File: src/verilog/phy_mgmt_params.svh
// Constants of the PHY management register bank.
// Assumes inclusion by bare name from every design file that needs them.
`ifndef PHY_MGMT_PARAMS_SVH
`define PHY_MGMT_PARAMS_SVH
// Register indices on the management interface.
`define REG_CTRL 5'h00
`define REG_STAT 5'h01
`define REG_IDHI 5'h02
// Control word bit positions.
`define CTRL_SPEED 13
`define CTRL_AN_EN 12
`define CTRL_RESTART 9
`define CTRL_DUPLEX 8
`define CTRL_COLTEST 7
// Status word fields.
`define STAT_ABILITY 15:9
`define STAT_ABILITY_VAL 7'h3C
`define STAT_RSVD 8:6
`define STAT_AN_DONE 5
`define STAT_RFAULT 4
`define STAT_AN_ABLE 3
`define STAT_LINK 2
`define STAT_JABBER 1
`define STAT_EXT_CAP 0
// Management frame layout.
`define MDIO_PREAMBLE 6'h20
`define MDIO_HEAD_LAST 6'h0B
`define MDIO_DATA_LAST 6'h0F
`define MDIO_DATA_BITS 6'h10
`define MDIO_OP_READ 2'h2
`define MDIO_OP_WRITE 2'h1
`endif

File: src/verilog/phy_mgmt_pkg.sv
// Types shared by the management frame slave and the register bank.
// Assumes the constants header is available for inclusion.
package phy_mgmt_pkg;
   // Request from the frame slave to the register bank.
   typedef struct packed {
      logic rd;
      logic wr;
      logic [4:0] addr;
      logic [15:0] data;
   } mgmt_req_t;
   // Frame slave states.
   typedef enum logic [2:0] {
      SL_IDLE = 3'h0,
      SL_START = 3'h1,
      SL_HEAD = 3'h2,
      SL_TA_RD = 3'h3,
      SL_DATA_RD = 3'h4,
      SL_TA_WR = 3'h5,
      SL_DATA_WR = 3'h6
   } slave_state_t;
   // All state of the frame slave.
   typedef struct packed {
      slave_state_t st;
      logic mdc_q;
      logic [5:0] cnt;
      logic [15:0] sh;
      logic [4:0] addr;
      logic hit;
      logic mdio_o;
      logic mdio_oe_n;
      mgmt_req_t req;
   } slave_q_t;
   // Writable control bits.
   typedef struct packed {
      logic speed;
      logic an_en;
      logic restart;
      logic duplex;
      logic coltest;
   } ctrl_t;
   // All state of the register bank.
   typedef struct packed {
      logic straps_done;
      ctrl_t ctrl;
      logic [15:0] id_high;
      logic an_done;
      logic rf_lat;
      logic link_lat;
      logic jab_lat;
      logic [15:0] rdata;
      logic col_o;
      logic speed_o;
      logic duplex_o;
      logic an_en_o;
      logic restart_o;
   } bank_q_t;
endpackage : phy_mgmt_pkg

File: src/verilog/mdio_frame_slave.sv
// Serial management frame slave: decodes read and write frames.
// Assumes MDC is synchronous to clk and at most a quarter of its rate.
`timescale 1ns/1ps
`include "phy_mgmt_params.svh"
module mdio_frame_slave #(
   parameter logic [4:0] PHY_ADDR = 5'h01
) (
   input wire logic clk,
   input wire logic rst_n,
   input wire logic mdc_in,
   input wire logic mdio_in,
   input wire logic [15:0] rd_data_in,
   output phy_mgmt_pkg::mgmt_req_t req_out,
   output logic mdio_out,
   output logic mdio_oe_n_out
);
   phy_mgmt_pkg::slave_q_t q;
   phy_mgmt_pkg::slave_q_t n;
   logic [15:0] sh_in;

   // **********************************************************************
   // Frame decoder
   // **********************************************************************
   // Each rising MDC edge advances the frame by one bit.
   always_comb begin
      n = q;
      n.mdc_q = mdc_in;
      n.req.rd = 1'b0;
      n.req.wr = 1'b0;
      sh_in = {q.sh[14:0], mdio_in};
      if (mdc_in && !q.mdc_q) begin
         case (q.st)
            phy_mgmt_pkg::SL_IDLE: begin
               if (mdio_in) begin
                  if (q.cnt != `MDIO_PREAMBLE) begin
                     n.cnt = q.cnt + 6'h01;
                  end
               end else if (q.cnt == `MDIO_PREAMBLE) begin
                  n.st = phy_mgmt_pkg::SL_START;
               end else begin
                  n.cnt = 6'h00;
               end
            end
            phy_mgmt_pkg::SL_START: begin
               n.cnt = 6'h00;
               n.st = mdio_in ? phy_mgmt_pkg::SL_HEAD : phy_mgmt_pkg::SL_IDLE;
            end
            phy_mgmt_pkg::SL_HEAD: begin
               n.sh = sh_in;
               n.cnt = q.cnt + 6'h01;
               if (q.cnt == `MDIO_HEAD_LAST) begin
                  n.cnt = 6'h00;
                  n.addr = sh_in[4:0];
                  n.hit = (sh_in[9:5] == PHY_ADDR);
                  n.st = phy_mgmt_pkg::SL_IDLE;
                  if (sh_in[11:10] == `MDIO_OP_WRITE) begin
                     n.st = phy_mgmt_pkg::SL_TA_WR;
                  end else if (sh_in[11:10] == `MDIO_OP_READ && n.hit) begin
                     n.st = phy_mgmt_pkg::SL_TA_RD;
                     n.req.rd = 1'b1;
                     n.req.addr = sh_in[4:0];
                  end
               end
            end
            phy_mgmt_pkg::SL_TA_RD: begin
               // Second turnaround bit is driven low, data is loaded.
               n.mdio_o = 1'b0;
               n.mdio_oe_n = 1'b0;
               n.sh = rd_data_in;
               n.st = phy_mgmt_pkg::SL_DATA_RD;
            end
            phy_mgmt_pkg::SL_DATA_RD: begin
               n.cnt = q.cnt + 6'h01;
               n.mdio_o = q.sh[15];
               n.sh = {q.sh[14:0], 1'b0};
               if (q.cnt == `MDIO_DATA_BITS) begin
                  n.mdio_oe_n = 1'b1;
                  n.cnt = 6'h00;
                  n.st = phy_mgmt_pkg::SL_IDLE;
               end
            end
            phy_mgmt_pkg::SL_TA_WR: begin
               n.cnt = q.cnt + 6'h01;
               if (q.cnt != 6'h00) begin
                  n.cnt = 6'h00;
                  n.st = phy_mgmt_pkg::SL_DATA_WR;
               end
            end
            phy_mgmt_pkg::SL_DATA_WR: begin
               n.sh = sh_in;
               n.cnt = q.cnt + 6'h01;
               if (q.cnt == `MDIO_DATA_LAST) begin
                  n.cnt = 6'h00;
                  n.req.wr = q.hit;
                  n.req.addr = q.addr;
                  n.req.data = sh_in;
                  n.st = phy_mgmt_pkg::SL_IDLE;
               end
            end
            default: begin
               n.st = phy_mgmt_pkg::SL_IDLE;
            end
         endcase
      end
   end

   // State register; the pin is released after reset.
   always_ff @(posedge clk or negedge rst_n) begin
      if (!rst_n) begin
         q <= '0;
         q.mdio_oe_n <= 1'b1;
      end else begin
         q <= n;
      end
   end

   assign req_out = q.req;
   assign mdio_out = q.mdio_o;
   assign mdio_oe_n_out = q.mdio_oe_n;
endmodule : mdio_frame_slave

File: src/verilog/phy_basic_mgmt_registers.sv
// Basic control, status and identifier registers of one 10/100 PHY port.
// Assumes all inputs synchronous to MCLK_IN and straps stable at reset.
// How it works
// (RULE1) Writing restart bit 9 restarts negotiation.
// (RULE2) Bit 8 selects manual half or full duplex.
// (RULE3) Bit 7 forces collision while transmitting.
// (RULE4) Software uses collision test only in loopback.
// (RULE5) Speed default is negotiation strap OR speed strap.
// (RULE6) Negotiation enable default follows negotiation strap.
// (RULE7) Duplex default is NOT negotiation AND duplex.
// (RULE8) Ability bits 14..11 one, 15..9 others zero.
// (RULE9) Status bit 5 shows negotiation complete.
// (RULE10) Status bit 4 latches remote fault high.
// (RULE11) Status bit 3 always reads one.
// (RULE12) Status bit 2 latches link down low.
// (RULE13) Status bit 1 latches jabber high.
// (RULE14) Status bit 0 always reads one.
// (RULE15) Index 2 holds writable identifier high word.
// (RULE16) Status at index 1, reserved 8..6 zero.
// (RULE17) Negotiation enabled overrides speed and duplex.
// (RULE18) Bit 13 selects manual 10 or 100.
// (RULE19) Latched bits hold until status read.
// (RULE20) Restart bit clears itself after starting.
`timescale 1ns/1ps
`include "phy_mgmt_params.svh"
module phy_basic_mgmt_registers #(
   parameter logic [4:0] PHY_ADDR = 5'h01,
   // Identifier high word after reset; value is arbitrary.
   parameter logic [15:0] ID_HIGH_RESET = 16'h1A2B
) (
   input wire logic MCLK_IN,
   input wire logic ARST_N_IN,
   input wire logic AUTONEG_STRAP_IN,
   input wire logic SPEED_STRAP_IN,
   input wire logic DUPLEX_STRAP_IN,
   input wire logic MDC_IN,
   input wire logic MDIO_IN,
   input wire logic AN_DONE_IN,
   input wire logic NEG_SPEED_IN,
   input wire logic NEG_DUPLEX_IN,
   input wire logic LINK_UP_IN,
   input wire logic JABBER_IN,
   input wire logic REMOTE_FAULT_IN,
   input wire logic TX_EN_IN,
   input wire logic COL_IN,
   output logic MDIO_OUT,
   output logic MDIO_OE_N_OUT,
   output logic COL_OUT,
   output logic SPEED_100_OUT,
   output logic FULL_DUPLEX_OUT,
   output logic AN_ENABLE_OUT,
   output logic AN_RESTART_OUT
);
   initial begin
      if (PHY_ADDR > 5'h1F) begin
         $error("PHY_ADDR out of range");
      end
   end

   logic [1:0] rst_sync_r;
   logic rst_n;
   phy_mgmt_pkg::bank_q_t q;
   phy_mgmt_pkg::bank_q_t n;
   phy_mgmt_pkg::mgmt_req_t req;
   logic stat_rd;

   // **********************************************************************
   // Reset release
   // **********************************************************************
   // Reset is applied at once and released through two flip-flops.
   always_ff @(posedge MCLK_IN or negedge ARST_N_IN) begin
      if (!ARST_N_IN) begin
         rst_sync_r <= 2'h0;
      end else begin
         rst_sync_r <= {rst_sync_r[0], 1'b1};
      end
   end
   assign rst_n = rst_sync_r[1];

   // **********************************************************************
   // Management frame slave
   // **********************************************************************
   mdio_frame_slave #(
      .PHY_ADDR(PHY_ADDR)
   ) u_slave (
      .clk(MCLK_IN),
      .rst_n(rst_n),
      .mdc_in(MDC_IN),
      .mdio_in(MDIO_IN),
      .rd_data_in(q.rdata),
      .req_out(req),
      .mdio_out(MDIO_OUT),
      .mdio_oe_n_out(MDIO_OE_N_OUT)
   );

   // **********************************************************************
   // Read mux
   // **********************************************************************
   // Builds the word returned for a register index; unmapped reads zero.
   function automatic logic [15:0] read_word(input logic [4:0] a,
                                             input phy_mgmt_pkg::bank_q_t s);
      logic [15:0] w;
      w = 16'h0000;
      case (a)
         `REG_CTRL: begin
            w[`CTRL_SPEED] = s.ctrl.speed;
            w[`CTRL_AN_EN] = s.ctrl.an_en;
            w[`CTRL_RESTART] = s.ctrl.restart;
            w[`CTRL_DUPLEX] = s.ctrl.duplex;
            w[`CTRL_COLTEST] = s.ctrl.coltest;
         end
         `REG_STAT: begin
            // (RULE8) Fixed ability bits.
            w[`STAT_ABILITY] = `STAT_ABILITY_VAL;
            // (RULE16) Reserved bits zero.
            w[`STAT_RSVD] = 3'h0;
            // (RULE9) Negotiation complete.
            w[`STAT_AN_DONE] = s.an_done;
            // (RULE10) Latched remote fault.
            w[`STAT_RFAULT] = s.rf_lat;
            // (RULE11) Negotiation ability.
            w[`STAT_AN_ABLE] = 1'b1;
            // (RULE12) Latched link state.
            w[`STAT_LINK] = s.link_lat;
            // (RULE13) Latched jabber.
            w[`STAT_JABBER] = s.jab_lat;
            // (RULE14) Extended capability.
            w[`STAT_EXT_CAP] = 1'b1;
         end
         `REG_IDHI: begin
            w = s.id_high;
         end
         default: begin
            w = 16'h0000;
         end
      endcase
      return w;
   endfunction : read_word

   assign stat_rd = req.rd && (req.addr == `REG_STAT);

   // **********************************************************************
   // Register bank next state
   // **********************************************************************
   // Register writes, strap defaults, latching status and pin outputs.
   always_comb begin
      n = q;
      n.restart_o = 1'b0;
      // (RULE1) Restart bit clears itself.
      // (RULE20) One cycle then zero.
      n.ctrl.restart = 1'b0;
      if (!q.straps_done) begin
         // (RULE5) Speed default from straps.
         n.ctrl.speed = AUTONEG_STRAP_IN | SPEED_STRAP_IN;
         // (RULE6) Negotiation enable default.
         n.ctrl.an_en = AUTONEG_STRAP_IN;
         // (RULE7) Duplex default from straps.
         n.ctrl.duplex = !AUTONEG_STRAP_IN & DUPLEX_STRAP_IN;
         n.straps_done = 1'b1;
      end else if (req.wr) begin
         case (req.addr)
            `REG_CTRL: begin
               n.ctrl.speed = req.data[`CTRL_SPEED];
               n.ctrl.an_en = req.data[`CTRL_AN_EN];
               // (RULE1) Writing one starts restart.
               n.ctrl.restart = req.data[`CTRL_RESTART];
               n.restart_o = req.data[`CTRL_RESTART];
               n.ctrl.duplex = req.data[`CTRL_DUPLEX];
               n.ctrl.coltest = req.data[`CTRL_COLTEST];
            end
            `REG_IDHI: begin
               // (RULE15) Identifier high is writable.
               n.id_high = req.data;
            end
            default: begin
               n.id_high = q.id_high;
            end
         endcase
      end
      if (req.rd) begin
         n.rdata = read_word(req.addr, q);
      end
      n.an_done = AN_DONE_IN;
      // (RULE19) Read reloads from live, else hold; event wins.
      n.rf_lat = stat_rd ? REMOTE_FAULT_IN : (q.rf_lat | REMOTE_FAULT_IN);
      n.jab_lat = stat_rd ? JABBER_IN : (q.jab_lat | JABBER_IN);
      n.link_lat = stat_rd ? LINK_UP_IN : (q.link_lat & LINK_UP_IN);
      // (RULE3) Collision test during transmit.
      n.col_o = COL_IN | (q.ctrl.coltest & TX_EN_IN);
      // (RULE17) Negotiated result overrides manual bits.
      // (RULE18) Manual speed when negotiation off.
      n.speed_o = q.ctrl.an_en ? NEG_SPEED_IN : q.ctrl.speed;
      // (RULE2) Manual duplex when negotiation off.
      n.duplex_o = q.ctrl.an_en ? NEG_DUPLEX_IN : q.ctrl.duplex;
      n.an_en_o = q.ctrl.an_en;
   end

   // State register of the bank.
   always_ff @(posedge MCLK_IN or negedge rst_n) begin
      if (!rst_n) begin
         q <= '0;
         q.id_high <= ID_HIGH_RESET;
      end else begin
         q <= n;
      end
   end

   assign COL_OUT = q.col_o;
   assign SPEED_100_OUT = q.speed_o;
   assign FULL_DUPLEX_OUT = q.duplex_o;
   assign AN_ENABLE_OUT = q.an_en_o;
   assign AN_RESTART_OUT = q.restart_o;
endmodule : phy_basic_mgmt_registers

File: config.mk
export PLATFORM = sky130hd
export DESIGN_NAME = phy_basic_mgmt_registers
export DESIGN_NICKNAME = d
export VERILOG_FILES = /design/src/verilog/phy_mgmt_pkg.sv /design/src/verilog/mdio_frame_slave.sv /design/src/verilog/phy_basic_mgmt_registers.sv
export VERILOG_INCLUDE_DIRS = /design/src /design/src/verilog
export SDC_FILE = /design/constraint.sdc
export NUM_CORES = 1
export LEC_CHECK = 0
export BUFFER_PORTS_ARGS = -buffer_cell sky130_fd_sc_hd__clkbuf_2
export CAP_MARGIN = 20
export CORE_MARGIN = 2
export CORE_UTILIZATION = 30
export CTS_CLUSTER_DIAMETER = 80
export CTS_CLUSTER_SIZE = 40
export DETAILED_ROUTE_END_ITERATION = 16
export MAX_ROUTING_LAYER = met4
export SYNTH_ARGS = -nofsm -noshare
export SYNTH_HDL_FRONTEND = slang
export SYNTH_SLANG_ARGS = --single-unit
File: constraint.sdc
create_clock -name MCLK_IN -period 5.4 [get_ports MCLK_IN]
set_input_delay 1.08 -clock MCLK_IN [delete_from_list [all_inputs] [get_ports MCLK_IN]]
set_output_delay 1.08 -clock MCLK_IN [all_outputs]
set_load 0.01 [all_outputs]
==> impl_metrics.ini, run 1 <==
[critical_path]
max_stage_delay_ns = 0.41
cp-start-kind = input pin
worstSetupPathType = input pin to flop
crit_chain = clkbuf_2 -> nor2b_1 -> nand3_1 -> a21oi_1 -> mux2_2
crit_path_end_kind = flop
cp_max_fo = 6
crit_family = simple AND/OR/NAND/NOR gates
worst-path-buf-inv = 1
cp_slowest_cell = a21oi_1
required_ns = 5.63
worstPathArrival_ns = 2.50

[pwr]
p_comb_share_pct = 10.8
swShare_pct = 25.6
pwr-share-clk_pct = 39.3
power.leakage_uw = 0.00253
p_seq_share_pct = 49.9
ir_drop_uv = 193
powerDensity_nw_per_um2 = 347
intPower_uw = 1370
switchingPower_uw = 471

[synth]
seq_area_frac_synth_pct = 56.4
async_flop_share_pct = 100
ys_types = 47
syn-cell-area_um2 = 4670
syn-mean-instance-area_um2 = 11.4
synth_edf_count = 0
synth_top_area_share_pct = 51.9
synth-main-ff-cell = dfrtp_1
yosys_warnings = 0
ys_seq_elements = 105
synthCells = 411
synth_top_area_cell = dfrtp_1
yosys-top-cells-area = dfrtp_1 (52%), mux2_2 (10%), dfstp_2 (4.5%)

[detailed_routing]
routedWlPerCell_um = 16.0
routed_via_density = 5.02
drt_pre_antenna_iters = 4
drc_errors = 0
drtIter0Drc = 236
vias = 3120
detail-route-antenna-nets = 0
wl_um = 9940

[global_routing]
use_met3_pct = 4.37
busiest_layer = met2
grtUsageMet2_pct = 20.7
grt_pass1_wl_um = 16600
track_usage_pct = 13.3
met1_usage_pct = 16.8
antenna_found_initial = 0
grt_pass1_vias = 3264
grt_overflow = 0
grt_max_degree = 71

[floorplan]
core_um2 = 15200
die_area_um2 = 16600
initial_core_util_pct = 30.7
dieHeight_um = 129
num_rows = 45
io_pins = 22
die_w_um = 129

[min_path]
hp-class = flop to async pin

[sta]
tns_ns = 0
hold_ws_ns = 0.278
slew_viol_final = 0
relSlewSlack_pct = 28.7
worst_slew_pin_slew_ns = 1.07
finalHoldViolCount = 0
fin_crit_sh_pct = 41.9
fmaxAchievable_ghz = 0.442
min_period_ns = 2.26
rsz0062_at_grt = false
skew_ns = 0.00494
setup_viol = 0

[cells_and_area]
mostFrequentLayoutCells = dfrtp_1 (96), mux2_2 (43), o21ai_0 (41), nand2_1 (39), clkbuf_2 (21)
area_growth_pct = 13.5
mostFrequentLayoutCell = dfrtp_1
post-route-util_pct = 34.9
layout.nets = 446
fin_area_um2 = 5300
drive_gt1_share_pct = 23.6
diodes = 0

[placed_design]
gp_congestion = 0.821
dpl-instance-area_um2 = 4960
port_buffers = 21
dp_hpwl_um = 6490

[clock_network]
cts_resized = 0
clockBufferDepth = 2
clk_pin_slew_worst_paths_ns = 0.07
cts_tree = done
cts-root-buf = clkbuf_16
hold_buffers = 0
htree_levels = 3
post_cts_buffers = 0
cts_buffers = 9
cts_sinks = 105
clk_latency_ns = 0.35

[status]
status = finished, final reports clean

[run]
max_cap_violations = 0
==> cell usage after synthesis (2+ instances only) <==
cell type,n
dfrtp_1,97
or2_2,2
a22oi_1,5
nor2b_1,2
nand3_1,20
and2_2,2
and2b_1,2
o21a_1,2
nand2b_1,7
buf_2,6
clkbuf_1,11
a21o_1,3
and2_1,2
nor2_1,19
a21oi_1,11
mux2i_1,18
mux2_2,43
ha_1,2
a22o_1,7
buf_4,2
o221ai_1,2
dfstp_2,8
a32oi_1,4
a211oi_1,2
nand2_1,39
inv_1,18
xnor2_1,2
o211ai_1,2
nor4_1,4
a31oi_1,6
o21ai_0,42
nor3_1,4
==> per-stage QoR <==
step / power (uW) / instances / setup WS (ns)
global placement: 1120 / 605 / 2.84
global route: 1940 / 621 / 2.98
detailed placement: 1130 / 605 / 2.77
finish: 1840 / 621 / 3.14
floorplan: 1060 / 412 / 2.27
CTS: 1860 / 620 / 3.14
==> cell families after synthesis <==
kind of cell	after synthesis	synth area share [%]
AOI/OAI and AO/OA	90	11.9
DFF	105	56.4
other	1	0.0802
buffers and inverters	38	3.53
xor gates and xnor gates	3	0.562
adders and majority gates	2	0.535
muxes	61	14.2
and+or+nand+nor	111	12.7
==> state kept, by name, indices dropped and copies added (netlist names) <==
name / cells
rst_sync_r: 2
AN_ENABLE_OUT: 1
q: 41
u_slave.req_out: 23
n: 1
u_slave.mdio_oe_n_out: 1
COL_OUT: 1
SPEED_100_OUT: 1
FULL_DUPLEX_OUT: 1
u_slave.q: 32
u_slave.mdio_out: 1
==> area by class of cell <==
| cell class | instances | area, um2 |
|---|---|---|
| Sequential cell | 105 | 2640 |
| Timing Repair Buffer | 26 | 150 |
| Clock inverter | 2 | 60.1 |
| Multi-Input combinational cell | 269 | 1880 |
| Fill cell | 1484 | 9900 |
| Clock buffer | 13 | 270 |
| Inverter | 18 | 67.6 |
| Tap cell | 188 | 235 |
==> worst reg2reg max path: cells and delay by family, from the launching register on <==
family / cells / cell delay [ns]
buf+inv: 1 / 0.19
simple gates: 2 / 0.82
mux: 1 / 0.37
flops: 1 / 0.68
==> power groups by stage <==
stage	Sequential [uW]	Combinational (uW)	Clock, uW
floorplan	903	156	0
global route	929	232	776
finish	918	199	724
global placement	928	190	0
CTS	917	201	742
detailed placement	932	200	0
==> worst paths after layout <==
path                               start                  end  slack, ns  cells after the start
max in group asynchronous  rst_sync_r[1]                q[33]       3.90                      1
min                        rst_sync_r[1]                q[22]       0.28                      0
max                               MDC_IN  u_slave.req_out[19]       3.14                      5
min in group MCLK_IN       rst_sync_r[0]        rst_sync_r[1]       0.35                      0
min reg2reg                rst_sync_r[1]                q[22]       0.28                      0
max reg2reg                u_slave.q[55]        u_slave.q[28]       3.23                      4
==> per-layer routing <==
metal,routed length [um],up-vias
met4,110,0
met1,4820,1589
met3,342,8
met2,4670,39
met5,0,-
li1,-,1484
Note: power is estimated with default switching activity, not from simulation.
==> run 2: changes to the inputs <==
Clock period 5.4 ns to 2.2 ns, I/O delays scaled along.
==> run 2 against run 1 <==
  * Register-to-register slack lost 3.0 ns
  * Worst setup slack lost 2.9 ns
  * Clock power grew 120%
  * Global-route usage shrank 0.15 points
  * Core utilization grew 0.62 points
  * Critical endpoint is now u_slave.req_out[16]
  * Highest routed layer unchanged
==> impl_metrics.ini, run 2 (same netlist as run 1, synthesis figures left out) <==
[status]
status = finished, final reports clean

[sta]
min_period_ns = 2.00
skew_ns = 0.00947
finalHoldViolCount = 0
worst_slew_pin_slew_ns = 0.848
rsz0062_at_grt = false
slew_viol_final = 0
fin_crit_sh_pct = 90.8
fmaxAchievable_ghz = 0.500
setup_viol = 0
relSlewSlack_pct = 43.5
tns_ns = 0

[pwr]
ir_drop_uv = 377
swShare_pct = 27.0
intPower_uw = 3200
powerDensity_nw_per_um2 = 812
p_seq_share_pct = 51.4
power.leakage_uw = 0.00259
pwr-share-clk_pct = 36.4
total_power_uw = 4380
switchingPower_uw = 1180
p_comb_share_pct = 12.2

[detailed_routing]
wl_um = 9790
routedWlPerCell_um = 15.4
detail-route-antenna-nets = 0
vias = 3157
drc_errors = 0
drtIter0Drc = 191
routed_via_density = 4.96
drt_pre_antenna_iters = 5

[placed_design]
port_buffers = 21
gp_congestion = 0.886
dp_hpwl_um = 6710

[cells_and_area]
largest_register = q
diodes = 0
mostFrequentLayoutCells = dfrtp_1 (96), mux2_2 (43), o21ai_0 (41), nand2_1 (38), clkbuf_2 (21)
drive_gt1_share_pct = 26.3
area_growth_pct = 15.5
mostFrequentLayoutCell = dfrtp_1
largest_register_ffs = 41
layout.nets = 460

[global_routing]
grt_pass1_vias = 3216
grt_pass1_wl_um = 16400
grt_overflow = 0
track_usage_pct = 13.1
grt_max_degree = 45
antenna_found_initial = 0

[critical_path]
crit_family = simple AND/OR/NAND/NOR gates
required_ns = 2.43
cp-start-kind = flop
crit_chain = nor4_1 -> nand4b_1 -> a21oi_1 -> mux2_2
max_stage_delay_ns = 0.45
worstSetupPathType = flop to flop
worst-path-buf-inv = 0
cp_max_fo = 5
cp_slowest_cell = a21oi_1
crit_path_end_kind = flop
worstPathArrival_ns = 2.23

[clock_network]
cts_sinks = 105
clk_latency_ns = 0.35
clockBufferDepth = 2
cts-root-buf = clkbuf_16
post_cts_buffers = 0
htree_levels = 3
clk_pin_slew_worst_paths_ns = 0.07
cts_tree = done
cts_buffers = 9

[floorplan]
dieHeight_um = 129
die_w_um = 129
initial_core_util_pct = 30.7
die_area_um2 = 16600
io_pins = 22
core_um2 = 15200
num_rows = 45

[min_path]
hp-class = input pin to flop

[run]
max_cap_violations = 0
## run 2: cell types whose count changed in the layout (fill, tap and decap cells not counted), sizes merged
cell,delta
buf,+13
bufinv,-1
clkbuf,-4
clkinv,+6
dlygate4sd3,+1
## run 2: path summary, 6_finish.rpt
path | slack, ns | start | cells past startpoint | end
setup / recovery | 0.20 | u_slave.q[38] | 4 | u_slave.req_out[16]
max in group asynchronous | 1.19 | rst_sync_r[1] | 1 | q[30]
min in group asynchronous | 0.33 | rst_sync_r[1] | 0 | u_slave.q[32]
hold / removal | 0.20 | AN_DONE_IN | 1 | q[24]
hold reg to reg | 0.33 | rst_sync_r[1] | 0 | u_slave.q[32]
setup reg to reg | 0.20 | u_slave.q[38] | 4 | u_slave.req_out[16]
## run 2: metal layers
| layer | global-route usage, % | routed length, um | up-vias | part of all wire [%] |
|---|---|---|---|---|
| met1 | 17.7 | 4870 | 1570 | 50 |
| met2 | 19.4 | 4440 | 54 | 45 |
| met5 | - | 0 | - | 0 |
| li1 | - | - | 1524 | - |
| met3 | 3.16 | 363 | 9 | 3.7 |
| met4 | 4.60 | 110 | 0 | 1.1 |
## run 2: power by group through the flow
| stage | sequential, uW | clock (uW) | combinational [uW] |
|---|---|---|---|
| floorplan | 2220 | 0 | 382 |
| global placement | 2280 | 0 | 523 |
| detailed placement | 2290 | 0 | 531 |
| CTS | 2250 | 1650 | 538 |
| global route | 2280 | 1740 | 600 |
| finish | 2250 | 1600 | 532 |
## run 2: cell type report
cell class / count / area [um2]
clock buffers: 9 / 225
clock inverters: 7 / 71.3
fillers: 1519 / 9800
inverters: 18 / 67.6
multi-input cells: 269 / 1880
flip-flops and latches: 105 / 2640
well taps: 188 / 235
repair buffers: 40 / 275
## run 2: repair_timing
action / in CTS / in global routing
gates resized for setup: 0 / 1
endpoints found under the hold margin: 2 / 0
setup endpoints to repair: 0 / 4
hold buffers: 1 / 0
## run 2: through the flow
stage          setup WS, ns  std cells  cell area (um2)  hold WS (ns)  util (%)
2_1_floorplan         0.268        412             4680         0.144         -
3_3_place_gp          0.180        619             5090         0.228      33.5
3_5_place_dp          0.211        619             5090         0.229      33.5
4_1_cts               0.166        636             5400         0.196      35.5
5_1_grt              0.0166        636             5400         0.195      35.5
6_report              0.201        636             5400         0.204      35.5
## run 2: worst register-to-register path: stages (launching register included)
cell,delay (ns)
dfrtp_1,0.41
nor4_1,0.42
nand4b_1,0.21
a21oi_1,0.45
mux2_2,0.39
